**config.mk**
```make
export PLATFORM = sky130hd
export DESIGN_NAME = sls_limit_select
export DESIGN_NICKNAME = d
export VERILOG_FILES = /design/src/sls_pkg.sv /design/src/sls_sync.sv /design/src/sls_vscale.sv /design/src/sls_limit_select.sv
export SDC_FILE = /design/constraint.sdc
export NUM_CORES = 2
export LEC_CHECK = 0
export BUFFER_PORTS_ARGS = -buffer_cell sky130_fd_sc_hd__buf_2
export CAP_MARGIN = 30
export CORE_UTILIZATION = 29
export CTS_CLUSTER_DIAMETER = 100
export DETAILED_ROUTE_END_ITERATION = 10
export PLACE_DENSITY_LB_ADDON = 0.1
export SYNTH_ARGS = -nofsm -noshare
export SYNTH_HDL_FRONTEND = slang
export SYNTH_HIERARCHICAL = 1
export SYNTH_SLANG_ARGS = --single-unit
```
**constraint.sdc**
```tcl
create_clock -name clk_sys -period 19.3 [get_ports clk_sys]
set_input_delay 0.965 -clock clk_sys [delete_from_list [all_inputs] [get_ports clk_sys]]
set_output_delay 0.965 -clock clk_sys [all_outputs]
set_load 0.05 [all_outputs]
```
**src/sls_pkg.sv**
```systemverilog
// Constants, types and parameter map for the servo limit selection block
package sls_pkg;

  // Parameter offsets on the fieldbus map
  localparam logic [15:0] OFS_DI_VLIM = 16'h063c;
  localparam logic [15:0] OFS_CH1_USAGE = 16'h091c;
  localparam logic [15:0] OFS_CH1_VFS = 16'h0920;
  localparam logic [15:0] OFS_CH2_USAGE = 16'h0926;
  localparam logic [15:0] OFS_CH2_VFS = 16'h092a;
  localparam logic [15:0] OFS_QS_CURRENT = 16'h111a;

  // Values after reset
  localparam logic [31:0] RST_DI_VLIM = 32'h0000000a;
  localparam logic [15:0] RST_CH1_USAGE = 16'h0001;
  localparam logic [15:0] RST_CH2_USAGE = 16'h0000;
  localparam logic [31:0] RST_VFS = 32'h00000bb8;
  localparam logic [15:0] RST_QS_CURRENT = 16'hffff;

  // Value ranges
  localparam logic [15:0] QS_CURRENT_MIN = 16'h0000;
  localparam logic [15:0] QS_CURRENT_MAX = 16'hffff;
  localparam logic [15:0] CH1_USAGE_MAX = 16'h0004;
  localparam logic [15:0] CH2_USAGE_MAX = 16'h0005;
  localparam logic [31:0] VFS_MIN = 32'h00000001;
  localparam logic [31:0] VLIM_MAX = 32'h7fffffff;

  // Velocity floor in rpm
  localparam logic [31:0] VEL_FLOOR_RPM = 32'h00000064;

  // Analog code magnitude that stands for 10 V; power of two keeps scaling a shift
  localparam int ADC_FS_SHIFT = 15;

  // Usage codes
  localparam logic [15:0] USE_NONE = 16'h0000;
  localparam logic [15:0] USE_VEL_LIMIT = 16'h0003;

  // Operating mode as seen by this block
  typedef enum logic [1:0] {
    SLS_MODE_OTHER,
    SLS_MODE_PTORQUE,
    SLS_MODE_PVEL
  } sls_mode_t;

  // Parameter access request
  typedef struct packed {
    logic wr;
    logic rd;
    logic [15:0] addr;
    logic [31:0] wdata;
  } sls_par_req_t;

  // Parameter access answer
  typedef struct packed {
    logic ack;
    logic err;
    logic [31:0] rdata;
  } sls_par_rsp_t;

endpackage : sls_pkg

```
**src/sls_sync.sv**
```systemverilog
// Two-flop synchroniser for pin-level inputs
`timescale 1ns/1ps
module sls_sync #(
  parameter int W = 1
) (
  input wire logic clk_sys,
  input wire logic rst_n,
  input wire logic [W-1:0] pin,
  output logic [W-1:0] level
);

  logic [W-1:0] meta_q;
  logic [W-1:0] meta_d;
  logic [W-1:0] level_q;
  logic [W-1:0] level_d;

  // First stage feeds only the second
  always_comb
  begin
    meta_d = pin;
    level_d = meta_q;
  end

  always_ff @(posedge clk_sys or negedge rst_n)
  begin
    if (!rst_n)
    begin
      meta_q <= '0;
      level_q <= '0;
    end
    else
    begin
      meta_q <= meta_d;
      level_q <= level_d;
    end
  end

  assign level = level_q;

endmodule : sls_sync

```
**src/sls_vscale.sv**
```systemverilog
// One analog channel: optional inversion and scaling to a velocity limit
`timescale 1ns/1ps
module sls_vscale (
  input wire logic clk_sys,
  input wire logic rst_n,
  input wire logic signed [15:0] ain,
  input wire logic invert,
  input wire logic [31:0] fullscale,
  output logic signed [15:0] eval,
  output logic [31:0] vlim
);

  logic signed [15:0] eval_q;
  logic signed [15:0] eval_d;
  logic [31:0] vlim_q;
  logic [31:0] vlim_d;
  logic [15:0] mag;
  logic [47:0] prod;

  // Inversion saturates the one code with no positive twin
  always_comb
  begin
    if (!invert)
      eval_d = ain;
    else if (ain == 16'sh8000)
      eval_d = 16'sh7fff;
    else
      eval_d = -ain;
    mag = ain[15] ? 16'(-ain) : 16'(ain);
    prod = 48'(mag) * 48'(fullscale);
    vlim_d = prod[sls_pkg::ADC_FS_SHIFT +: 32];
  end

  always_ff @(posedge clk_sys or negedge rst_n)
  begin
    if (!rst_n)
    begin
      eval_q <= '0;
      vlim_q <= '0;
    end
    else
    begin
      eval_q <= eval_d;
      vlim_q <= vlim_d;
    end
  end

  assign eval = eval_q;
  assign vlim = vlim_q;

endmodule : sls_vscale

```
**src/sls_limit_select.sv**
```systemverilog
// Current and velocity limit selection with its parameter map
`timescale 1ns/1ps
module sls_limit_select (
  input wire logic clk_sys,
  input wire logic rst_n,
  input wire sls_pkg::sls_par_req_t par_req,
  output sls_pkg::sls_par_rsp_t par_rsp,
  input wire logic stage_enabled,
  input wire logic quick_stop_active,
  input wire sls_pkg::sls_mode_t op_mode,
  input wire logic [15:0] motor_max_current,
  input wire logic [15:0] power_stage_max_current,
  input wire logic [15:0] thermal_overload_monitor,
  input wire logic [31:0] global_max_velocity,
  input wire logic signed [15:0] analog_input_one,
  input wire logic signed [15:0] analog_input_two,
  input wire logic invert_ch1_pin,
  input wire logic invert_ch2_pin,
  input wire logic vel_limit_pin,
  output logic [15:0] current_limit,
  output logic [31:0] velocity_limit,
  output logic velocity_limit_active,
  output logic signed [15:0] analog_ch1_eval,
  output logic signed [15:0] analog_ch2_eval,
  output logic [15:0] analog_ch1_usage_act,
  output logic [15:0] analog_ch2_usage_act
);

  // Stored parameters
  logic [31:0] di_vlim_q, di_vlim_d;
  logic [15:0] ch1_use_q, ch1_use_d, ch2_use_q, ch2_use_d;
  logic [31:0] ch1_vfs_q, ch1_vfs_d, ch2_vfs_q, ch2_vfs_d;
  logic [15:0] qs_cur_q, qs_cur_d;
  // Copies that take effect at stage enable
  logic [15:0] ch1_use_act_q, ch1_use_act_d, ch2_use_act_q, ch2_use_act_d;
  logic [31:0] ch1_vfs_act_q, ch1_vfs_act_d, ch2_vfs_act_q, ch2_vfs_act_d;
  logic stage_q;
  sls_pkg::sls_par_rsp_t rsp_q, rsp_d;
  logic [15:0] cur_lim_q, cur_lim_d;
  logic [31:0] vlim_q, vlim_d;
  logic vact_q, vact_d;
  logic [2:0] pins_sync;
  logic inv1, inv2, vlim_di;
  logic signed [15:0] eval1, eval2;
  logic [31:0] raw1, raw2;
  logic inv_allowed, stage_rise, wr_locked;
  logic [31:0] a1, a2, dl;

  sls_sync #(.W(3)) u_pin_sync (
    .clk_sys(clk_sys),
    .rst_n(rst_n),
    .pin({vel_limit_pin, invert_ch2_pin, invert_ch1_pin}),
    .level(pins_sync)
  );

  // Inversion only in the two profile modes
  assign inv_allowed = (op_mode == sls_pkg::SLS_MODE_PTORQUE) || (op_mode == sls_pkg::SLS_MODE_PVEL);
  assign inv1 = pins_sync[0] && inv_allowed;
  assign inv2 = pins_sync[1] && inv_allowed;
  assign vlim_di = pins_sync[2];

  sls_vscale u_ch1 (
    .clk_sys(clk_sys),
    .rst_n(rst_n),
    .ain(analog_input_one),
    .invert(inv1),
    .fullscale(ch1_vfs_act_q),
    .eval(eval1),
    .vlim(raw1)
  );

  sls_vscale u_ch2 (
    .clk_sys(clk_sys),
    .rst_n(rst_n),
    .ain(analog_input_two),
    .invert(inv2),
    .fullscale(ch2_vfs_act_q),
    .eval(eval2),
    .vlim(raw2)
  );

  // Parameter writes and reads; usage and full scale locked while stage runs
  assign wr_locked = stage_enabled;
  always_comb
  begin
    di_vlim_d = di_vlim_q;
    ch1_use_d = ch1_use_q;
    ch2_use_d = ch2_use_q;
    ch1_vfs_d = ch1_vfs_q;
    ch2_vfs_d = ch2_vfs_q;
    qs_cur_d = qs_cur_q;
    rsp_d = '0;
    if (par_req.wr)
    begin
      rsp_d.ack = 1'b1;
      unique case (par_req.addr)
        sls_pkg::OFS_DI_VLIM:
          if (par_req.wdata <= sls_pkg::VLIM_MAX) di_vlim_d = par_req.wdata;
          else rsp_d.err = 1'b1;
        sls_pkg::OFS_CH1_USAGE:
          if (!wr_locked && par_req.wdata <= 32'(sls_pkg::CH1_USAGE_MAX)) ch1_use_d = par_req.wdata[15:0];
          else rsp_d.err = 1'b1;
        sls_pkg::OFS_CH2_USAGE:
          if (!wr_locked && par_req.wdata <= 32'(sls_pkg::CH2_USAGE_MAX)) ch2_use_d = par_req.wdata[15:0];
          else rsp_d.err = 1'b1;
        sls_pkg::OFS_CH1_VFS:
          if (!wr_locked && par_req.wdata >= sls_pkg::VFS_MIN && par_req.wdata <= sls_pkg::VLIM_MAX)
            ch1_vfs_d = par_req.wdata;
          else rsp_d.err = 1'b1;
        sls_pkg::OFS_CH2_VFS:
          if (!wr_locked && par_req.wdata >= sls_pkg::VFS_MIN && par_req.wdata <= sls_pkg::VLIM_MAX)
            ch2_vfs_d = par_req.wdata;
          else rsp_d.err = 1'b1;
        sls_pkg::OFS_QS_CURRENT:
          // Only own range, never clamped to motor or stage ratings
          if (par_req.wdata[31:16] == 16'h0000 && par_req.wdata[15:0] >= sls_pkg::QS_CURRENT_MIN
              && par_req.wdata[15:0] <= sls_pkg::QS_CURRENT_MAX)
            qs_cur_d = par_req.wdata[15:0];
          else rsp_d.err = 1'b1;
        default: rsp_d.err = 1'b1;
      endcase
    end
    else if (par_req.rd)
    begin
      rsp_d.ack = 1'b1;
      unique case (par_req.addr)
        sls_pkg::OFS_DI_VLIM: rsp_d.rdata = di_vlim_q;
        sls_pkg::OFS_CH1_USAGE: rsp_d.rdata = {16'h0000, ch1_use_q};
        sls_pkg::OFS_CH2_USAGE: rsp_d.rdata = {16'h0000, ch2_use_q};
        sls_pkg::OFS_CH1_VFS: rsp_d.rdata = ch1_vfs_q;
        sls_pkg::OFS_CH2_VFS: rsp_d.rdata = ch2_vfs_q;
        sls_pkg::OFS_QS_CURRENT: rsp_d.rdata = {16'h0000, qs_cur_q};
        default: rsp_d.err = 1'b1;
      endcase
    end
  end

  // Staged values move to the working copies on the enable edge only
  assign stage_rise = stage_enabled && !stage_q;
  always_comb
  begin
    ch1_use_act_d = ch1_use_act_q;
    ch2_use_act_d = ch2_use_act_q;
    ch1_vfs_act_d = ch1_vfs_act_q;
    ch2_vfs_act_d = ch2_vfs_act_q;
    if (stage_rise)
    begin
      ch1_use_act_d = ch1_use_q;
      ch2_use_act_d = ch2_use_q;
      ch1_vfs_act_d = ch1_vfs_q;
      ch2_vfs_act_d = ch2_vfs_q;
    end
  end

  // Current limit: lowest of ratings, thermal reduction, stop current during Quick Stop
  always_comb
  begin
    cur_lim_d = motor_max_current;
    if (power_stage_max_current < cur_lim_d) cur_lim_d = power_stage_max_current;
    if (quick_stop_active && qs_cur_q < cur_lim_d) cur_lim_d = qs_cur_q;
    if (thermal_overload_monitor < cur_lim_d) cur_lim_d = thermal_overload_monitor;
  end

  // Analog sources clamped, digital one floored in profile torque only, then the lowest active one wins
  always_comb
  begin
    a1 = raw1;
    if (a1 > global_max_velocity) a1 = global_max_velocity;
    if (a1 < sls_pkg::VEL_FLOOR_RPM) a1 = sls_pkg::VEL_FLOOR_RPM;
    a2 = raw2;
    if (a2 > global_max_velocity) a2 = global_max_velocity;
    if (a2 < sls_pkg::VEL_FLOOR_RPM) a2 = sls_pkg::VEL_FLOOR_RPM;
    dl = di_vlim_q;
    if (op_mode == sls_pkg::SLS_MODE_PTORQUE && dl < sls_pkg::VEL_FLOOR_RPM) dl = sls_pkg::VEL_FLOOR_RPM;
    vact_d = 1'b0;
    vlim_d = sls_pkg::VLIM_MAX;
    if (ch1_use_act_q == sls_pkg::USE_VEL_LIMIT)
    begin
      vact_d = 1'b1;
      vlim_d = a1;
    end
    if (ch2_use_act_q == sls_pkg::USE_VEL_LIMIT)
    begin
      vact_d = 1'b1;
      if (a2 < vlim_d) vlim_d = a2;
    end
    if (vlim_di)
    begin
      vact_d = 1'b1;
      if (dl < vlim_d) vlim_d = dl;
    end
  end

  always_ff @(posedge clk_sys or negedge rst_n)
  begin
    if (!rst_n)
    begin
      di_vlim_q <= sls_pkg::RST_DI_VLIM;
      ch1_use_q <= sls_pkg::RST_CH1_USAGE;
      ch2_use_q <= sls_pkg::RST_CH2_USAGE;
      ch1_vfs_q <= sls_pkg::RST_VFS;
      ch2_vfs_q <= sls_pkg::RST_VFS;
      qs_cur_q <= sls_pkg::RST_QS_CURRENT;
      ch1_use_act_q <= sls_pkg::RST_CH1_USAGE;
      ch2_use_act_q <= sls_pkg::RST_CH2_USAGE;
      ch1_vfs_act_q <= sls_pkg::RST_VFS;
      ch2_vfs_act_q <= sls_pkg::RST_VFS;
      stage_q <= 1'b0;
      rsp_q <= '0;
      cur_lim_q <= '0;
      vlim_q <= sls_pkg::VLIM_MAX;
      vact_q <= 1'b0;
    end
    else
    begin
      di_vlim_q <= di_vlim_d;
      ch1_use_q <= ch1_use_d;
      ch2_use_q <= ch2_use_d;
      ch1_vfs_q <= ch1_vfs_d;
      ch2_vfs_q <= ch2_vfs_d;
      qs_cur_q <= qs_cur_d;
      ch1_use_act_q <= ch1_use_act_d;
      ch2_use_act_q <= ch2_use_act_d;
      ch1_vfs_act_q <= ch1_vfs_act_d;
      ch2_vfs_act_q <= ch2_vfs_act_d;
      stage_q <= stage_enabled;
      rsp_q <= rsp_d;
      cur_lim_q <= cur_lim_d;
      vlim_q <= vlim_d;
      vact_q <= vact_d;
    end
  end

  assign par_rsp = rsp_q;
  assign current_limit = cur_lim_q;
  assign velocity_limit = vlim_q;
  assign velocity_limit_active = vact_q;
  assign analog_ch1_eval = eval1;
  assign analog_ch2_eval = eval2;
  assign analog_ch1_usage_act = ch1_use_act_q;
  assign analog_ch2_usage_act = ch2_use_act_q;
endmodule : sls_limit_select

```
# Word level (Yosys, flattened, before mapping)
# Cells that the tools add are included.
[op_classes]
add_sub_neg = 2
multipliers = 2
div_mod_pow = 0
order_cmp = 16
eq_ne = 12
shift = 0
mux = 33
n_bitwise = 0
reduce_logical = 23
[op_table]
columns = ["op", "n"]
rows = [
  ["32-bit two-way mux", 11],
  ["32-bit one-hot mux with 6 select lines", 1],
  ["16-bit two-way mux", 9],
  ["32-bit by 7-bit less-than comparator with 1-bit output (second input constant)", 3],
  ["16-bit by 32-bit multiplier with 47-bit output", 2],
  ["16-bit by 12-bit equality test with 1-bit output (second input constant)", 4],
  ["32-bit greater-than comparator", 2],
  ["32-bit by 3-bit <= comparator with 1-bit output (second input constant)", 2],
  ["32-bit less-than comparator", 2],
  ["16-bit less-than comparator", 3],
  ["34-bit two-way mux", 1],
  ["16-bit equality test (second input constant)", 2],
  ["16-bit by 2-bit equality test with 1-bit output (second input constant)", 2],
  ["32-bit by 1-bit >= comparator with 1-bit output (second input constant)", 1],
  ["32-bit by 31-bit <= comparator with 1-bit output (second input constant)", 1],
  ["16-bit negator", 2],
  ["3-bit AND reduction", 6],
  ["16-bit by 11-bit equality test with 1-bit output (second input constant)", 1],
  ["16-bit by 13-bit equality test with 1-bit output (second input constant)", 1],
  ["16-bit by 1-bit >= comparator with 1-bit output (second input constant)", 1],
  ["16-bit <= comparator (second input constant)", 1],
  ["16-bit logical NOT", 1],
  ["1-bit logical AND", 11],
  ["1-bit two-way mux", 9],
  ["8 further kinds", 9],
]
[word_totals]
reg_bits = 426
latchBits = 0
ram_bits = 0
romBits = 0
in_bits = 171
output_inout_bits = 147
elab_cells = 111
mem_count = 0

# Depth between registers and ports, before layout
[depth]
ltp_word = 11
ltp_mapped = 34
mapped_depth_nobuf = 31

# By module
# Netlist, hierarchy kept.
[modules_own_cells]
columns = ["mod", "n_inst", "cells_each", "area_each_um2", "seq_area_each_um2"]
rows = [
  ["sls_limit_select", 1, 1748, 18916.9, 8206.6],
  ["sls_vscale at u_ch2", 1, 2020, 17725.8, 1201.2],
  ["sls_vscale at u_ch1", 1, 1974, 17454.2, 1201.2],
  ["sls_sync", 1, 6, 150.1, 150.1],
]

# Least setup slack after synthesis
# Ideal clock, no wire load.
[synth_path]
path_kind = "input to register"
startpoint = "input analog_input_one[0]"
endpoint = "register u_ch1.vlim_q[31], in the netlist u_ch1/vlim[31]"
arrival_ps = 8727
required_time_ps = 19213
setup_slack_ps = 10487
cell_stages = 28
cell_sequence = "buf_6 or3_4 or3_4 or3_4 or3_4 or3_4 nor3_1 ha_1 clkbuf_1 and2_1 fa_1 fa_1 fa_1 fa_1 fa_1 inv_1 fa_1 inv_1 ha_1 clkbuf_1 and4_1 a211oi_1 o22ai_1 a31oi_1 a21oi_1 nand4b_1 a2111o_1 o211ai_1"
[synth_between]
elab_chain_len = 3
[synth_lines]
columns = ["item", "line_no", "text"]
rows = [
  ["from (decl)", "sls_limit_select.sv:15", "input wire logic signed [15:0] analog_input_one,"],
  ["16-bit negator", "sls_vscale.sv:29", "mag = ain[15] ? 16'(-ain) : 16'(ain);"],
  ["16-bit two-way mux *", "sls_vscale.sv:29", ""],
  ["16-bit by 32-bit multiplier with 47-bit output *", "sls_vscale.sv:30", "prod = 48'(mag) * 48'(fullscale);"],
  ["net u_ch1.prod[46]", "sls_vscale.sv:18", "logic [47:0] prod;"],
  ["to (signal assigned)", "sls_vscale.sv:44", "vlim_q <= vlim_d;"],
  ["to (decl)", "sls_vscale.sv:15", "logic [31:0] vlim_q;"],
]
# The timed path passes the listed nets; every way through them passes the cells marked *.
# A chain may end at the register's enable or synchronous reset.

# Worst setup path in the final report
[layout_path]
startpoint = "input analog_input_two[0]"
endpoint = "register u_ch2.vlim_q[18], in the netlist u_ch2/vlim[18]"
[layout_between]
elab_chain_len = 3
[layout_lines]
columns = ["item", "line_no", "text"]
rows = [
  ["from (decl)", "sls_limit_select.sv:16", "input wire logic signed [15:0] analog_input_two,"],
  ["16-bit negator", "sls_vscale.sv:29", ""],
  ["16-bit two-way mux *", "sls_vscale.sv:29", ""],
  ["16-bit by 32-bit multiplier with 47-bit output *", "sls_vscale.sv:30", ""],
  ["net u_ch2.prod[33]", "sls_vscale.sv:18", ""],
  ["to (signal assigned)", "sls_vscale.sv:44", ""],
  ["to (decl)", "sls_vscale.sv:15", ""],
]
# Marks and branches as above.

==> results.txt <==
----------------------------------------------------
[Run status]
  Status ... complete, no violations

[Synthesis]
  Share of the synthesized netlist area taken by xor and xnor gates ... 1.61%
  Warnings, synthesis ... 6
  Synthesized flop and latch total ... 426
  Syn Inst Count ... 5,748
  Main combinational cell family by area after synthesis ... adder cells
  Post-synthesis share of cell area spent on full adders, half adders and majority gates ... 40.0%
  Ys flop type ... dfrtp_1
  Simple-gate share of the synthesized area ... 14.8%
  Post-synthesis compound-gate area fraction ... 7.11%
  Mapped Area ... 54,200 sq um
  Top cells by count, synth ... inv_1, nand2_1, fa_1
  Proportion of synthesized area in mux cells ... 6.59%
  Proportion of netlist area held by the largest area contributor ... 30.7%
  Most repeated cell in the gate-level netlist after synthesis ... inv_1
  Sequential area share after synthesis ... 19.8%
  Top cells by area in the synthesized netlist ... fa_1, dfrtp_1, ha_1, inv_1, nand2_1
  Mapped Avg Cell Area ... 9.44 sq um
  Area leader, netlist ... fa_1
  Fraction of registers with async set/reset ... 100%
  Synth cell types ... 94
  Post-Syn Nets ... 7,153
  Number of enable flip-flop cells after synthesis ... 0

[Worst setup path]
  Critical path startpoint ... analog_input_two[0]
  Most prevalent standard cell on the critical path ... fa_1
  Worst stage delay on the critical path ... 0.56 ns
  CP max FO ... 34
  Worst Reg-to-Reg Cells ... 30
  Critical path type ... in2reg
  Critical path's slowest cell ... fa_1
  Capturing element type of the critical path ... flip-flop
  Reg2Reg Setup Slack ... 10.35 ns
  Critical path destination ... u_ch2/vlim[18]$_DFF_PN0_
  Worst EP arrival ... 9.83 ns
  Source of the worst register-to-register timing path ... u_ch1/vlim[14]$_DFF_PN0_
  Reg-to-reg critical path endpoint ... velocity_limit[22]$_DFF_PN1_
  Type of origin of the critical path ... input port
  Data required time at the worst endpoint ... 19.86 ns

[Power]
  Combinational group share of total power ... 14.3%
  Max rail drop VDD ... 0.0661 mV
  Net switching power figure ... 0.000750 W
  Cell internal power dissipation ... 0.00166 W
  Part of the total power dissipated in sequential elements ... 38.1%
  Ratio of total power to cell area ... 39.5 nW/um^2
  Net switching share of the total power ... 31.2%
  P_leak ... 31.6 nW
  Share of total power in the clock network ... 47.6%

[Drt]
  Per-cell routed wire length ... 23.8 um
  Count of routing violations after the opening detailed-route iteration ... 2,404
  Remaining routing DRC violations ... 0
  Wirelength, routed ... 202 mm
  Detailed-route via count ... 41,018
  Number of antenna-violating nets in the routed design ... 0
  Initial DRT Pass Iterations ... 6
  Via density ... 4.84

[Clock network]
  Post-CTS resize count ... 0
  TritonCTS Buffers ... 55
  Maximum clock insertion buffer count ... 3
  Clock-pin slew on the worst setup and hold paths ... 0.06 ns
  Count of clock tree sinks ... 426
  Cell at the root of the clock tree ... clkbuf_16
  Depth of the CTS H-tree ... 2
  Clock network latency to the later pin of the worst-skew pair ... 0.69 ns
  Clock tree from TritonCTS ... done
  Number of hold buffers added after CTS ... 0
  Setup Buffers After CTS ... 0

[Global routing]
  Number of antenna violations at the first check in global routing ... 36
  Number of global-route vias before repair ... 44,366
  Tot GR Track Use ... 21.6%
  Maximum number of pins on one net before global-route repair ... 171
  First-pass GRT wire length ... 300 mm
  Global route total overflow ... 0

[STA]
  Least-Margin Pin Slew ... 1.02 ns
  Slew HR ... 32.3%
  Setup repair after global routing missed its margin ... no
  Period utilisation layout ... 48.0%
  Fmax ... 108 MHz
  Final setup violating endpoints ... 0
  Sum Neg Setup Slack ... 0 ns
  Post-route clock skew ... 0.0460 ns
  Hold violation total from the final report ... 0
  Tmin final ... 9.27 ns
  Count of pins over their slew limit ... 0

[Floorplan]
  Initial cell density of the core ... 29.2%
  I/O Pins ... 318
  Total Die Area ... 189,000 sq um
  Die X ... 435 um
  Placeable Area ... 186,000 sq um
  FP Rows ... 158
  Height of the die ... 435 um

[Final layout]
  Layout-stage area growth over the synthesis result ... 12.2%
  Final cell area excluding filler cells ... 60,900 sq um
  Ratio of cells with drive above 1 in the final layout ... 15.3%
  Post-route insts no fill ... 8,474
  Fill cells ... 19,403
  Utilization of the core after routing ... 32.8%
  Final #Nets ... 7,342

[Placement]
  Number of cells after detailed placement ... 8,360
  Port Buffer Count ... 317
  Final HPWL DP ... 158 mm
  Final Wtd Congestion ... 0.884
  DP Area ... 58,800 sq um

[Hold path]
  Class of the tightest hold or removal check ... in2async

[Job]
  Maxcap violations ... 0

----------------------------------------------------
critical path: cells and delay by family:
kind,cells,cell delay (ns)
buf+inv,6,1.15
xor+xnor,1,0.11
simple gates,11,2.68
compound gates,4,1.34
fa+ha+maj,8,3.52
area by class of cell:
class                   instances  area [sq um]  share of cell area (%)
clock inverters                41           538                   0.884
flip-flops and latches        426         10800                    17.7
clock buffers                  63          1470                    2.41
repair buffers                406          2370                    3.89
well taps                    2480          3100                    5.10
multi-input cells            3902         38300                    62.9
inverters                    1146          4300                    7.07
diodes                         10          25.0                  0.0411
power by group through the flow:
stage          sequential (W)  combinational [W]  clock [W]
3_3_place_gp         0.000932           0.000345          0
5_1_grt              0.000917           0.000368    0.00121
3_5_place_dp         0.000932           0.000349          0
6_report             0.000916           0.000345    0.00114
2_1_floorplan        0.000981           0.000129          0
4_1_cts              0.000917           0.000349    0.00118
through the flow:
step | setup slack (ns) | hold WS, ns | power [W]
floorplan | 10.49 | 0.331 | 0.00111
global placement | 9.45 | 0.336 | 0.00128
detailed placement | 9.33 | 0.335 | 0.00128
CTS | 10.03 | 0.232 | 0.00245
global route | 9.59 | 0.258 | 0.00249
finish | 10.03 | 0.243 | 0.00241
per-layer routing:
| metal | vias up | routed length (um) | global-route usage (%) |
|---|---|---|---|
| met5 | - | 19 | 0 |
| met4 | 2 | 8640 | 7.98 |
| met3 | 277 | 5420 | 1.54 |
| met2 | 843 | 106000 | 39.7 |
| met1 | 21490 | 81800 | 26.2 |
| li1 | 18406 | - | - |
worst min-delay path by stage:
stage | cells past startpoint | start | endpoint | slack [ns]
after global routing | 1 | rst_n | u_ch2/vlim[15]$_DFF_PN0_ | 0.26
final | 1 | rst_n | u_ch2/vlim[15]$_DFF_PN0_ | 0.24
after detailed placement | 0 | u_pin_sync/level_d[1]$_DFF_PN0_ | u_pin_sync/level[1]$_DFF_PN0_ | 0.33
after CTS | 1 | rst_n | u_ch2/vlim[0]$_DFF_PN0_ | 0.23
after floorplan | 0 | u_pin_sync/level_d[0]$_DFF_PN0_ | u_pin_sync/level[0]$_DFF_PN0_ | 0.33
after global placement | 0 | u_pin_sync/level_d[0]$_DFF_PN0_ | u_pin_sync/level[0]$_DFF_PN0_ | 0.34
flip-flops by register name, summed over array words and instances, names as in the netlist:
signal / flops
stage_q: 1
u_ch1/eval: 16
velocity_limit: 32
u_ch2/vlim: 32
analog_ch2_usage_act: 16
u_ch1/vlim: 32
u_ch2/eval: 16
di_vlim_q: 32
u_pin_sync/level: 3
u_pin_sync/level_d: 3
ch2_use_q: 16
current_limit: 16
velocity_limit_active: 1
analog_ch1_usage_act: 16
ch1_vfs_q: 32
ch2_vfs_q: 32
qs_cur_q: 16
ch1_vfs_act_q: 32
ch2_vfs_act_q: 32
par_rsp: 34
ch1_use_q: 16
kinds of logic (layout without fill, tap and decap cells):
logic type	after synthesis	in the layout
adders and majority gates	1234	1234
muxes	325	325
AOI/OAI and AO/OA	583	583
and+or+nand+nor	1663	1663
DFF	426	426
buffers and inverters	1420	1656
xor gates and xnor gates	97	97
other	0	10
cells in the final DEF, fill, tap and decap left out, types with 11 or more instances in the layout:
cell and instances:
mux2_2 234, dfrtp_1 347, and2_1 327, o21ai_0 155, nor4_1 42, nand3_1 42, and3_1 12, ha_1 401
buf_2 317, nor3_1 46, a21o_1 64, and2_4 22, nor2_1 106, clkbuf_16 55, o21a_1 16, o211ai_1 15
mux2_1 22, nor2b_1 31, nand2b_1 27, o21bai_1 11, xnor2_2 23, a22oi_1 19, a211oi_1 36, inv_1 1146
a21oi_1 128, buf_4 81, or3_1 18, dfstp_2 79, a31oi_1 30, xor2_1 25, xnor2_1 46, mux2i_1 69
nand2_1 869, nand4_1 54, fa_1 832, a222oi_1 33
Note: power is estimated with default switching activity, not from simulation.
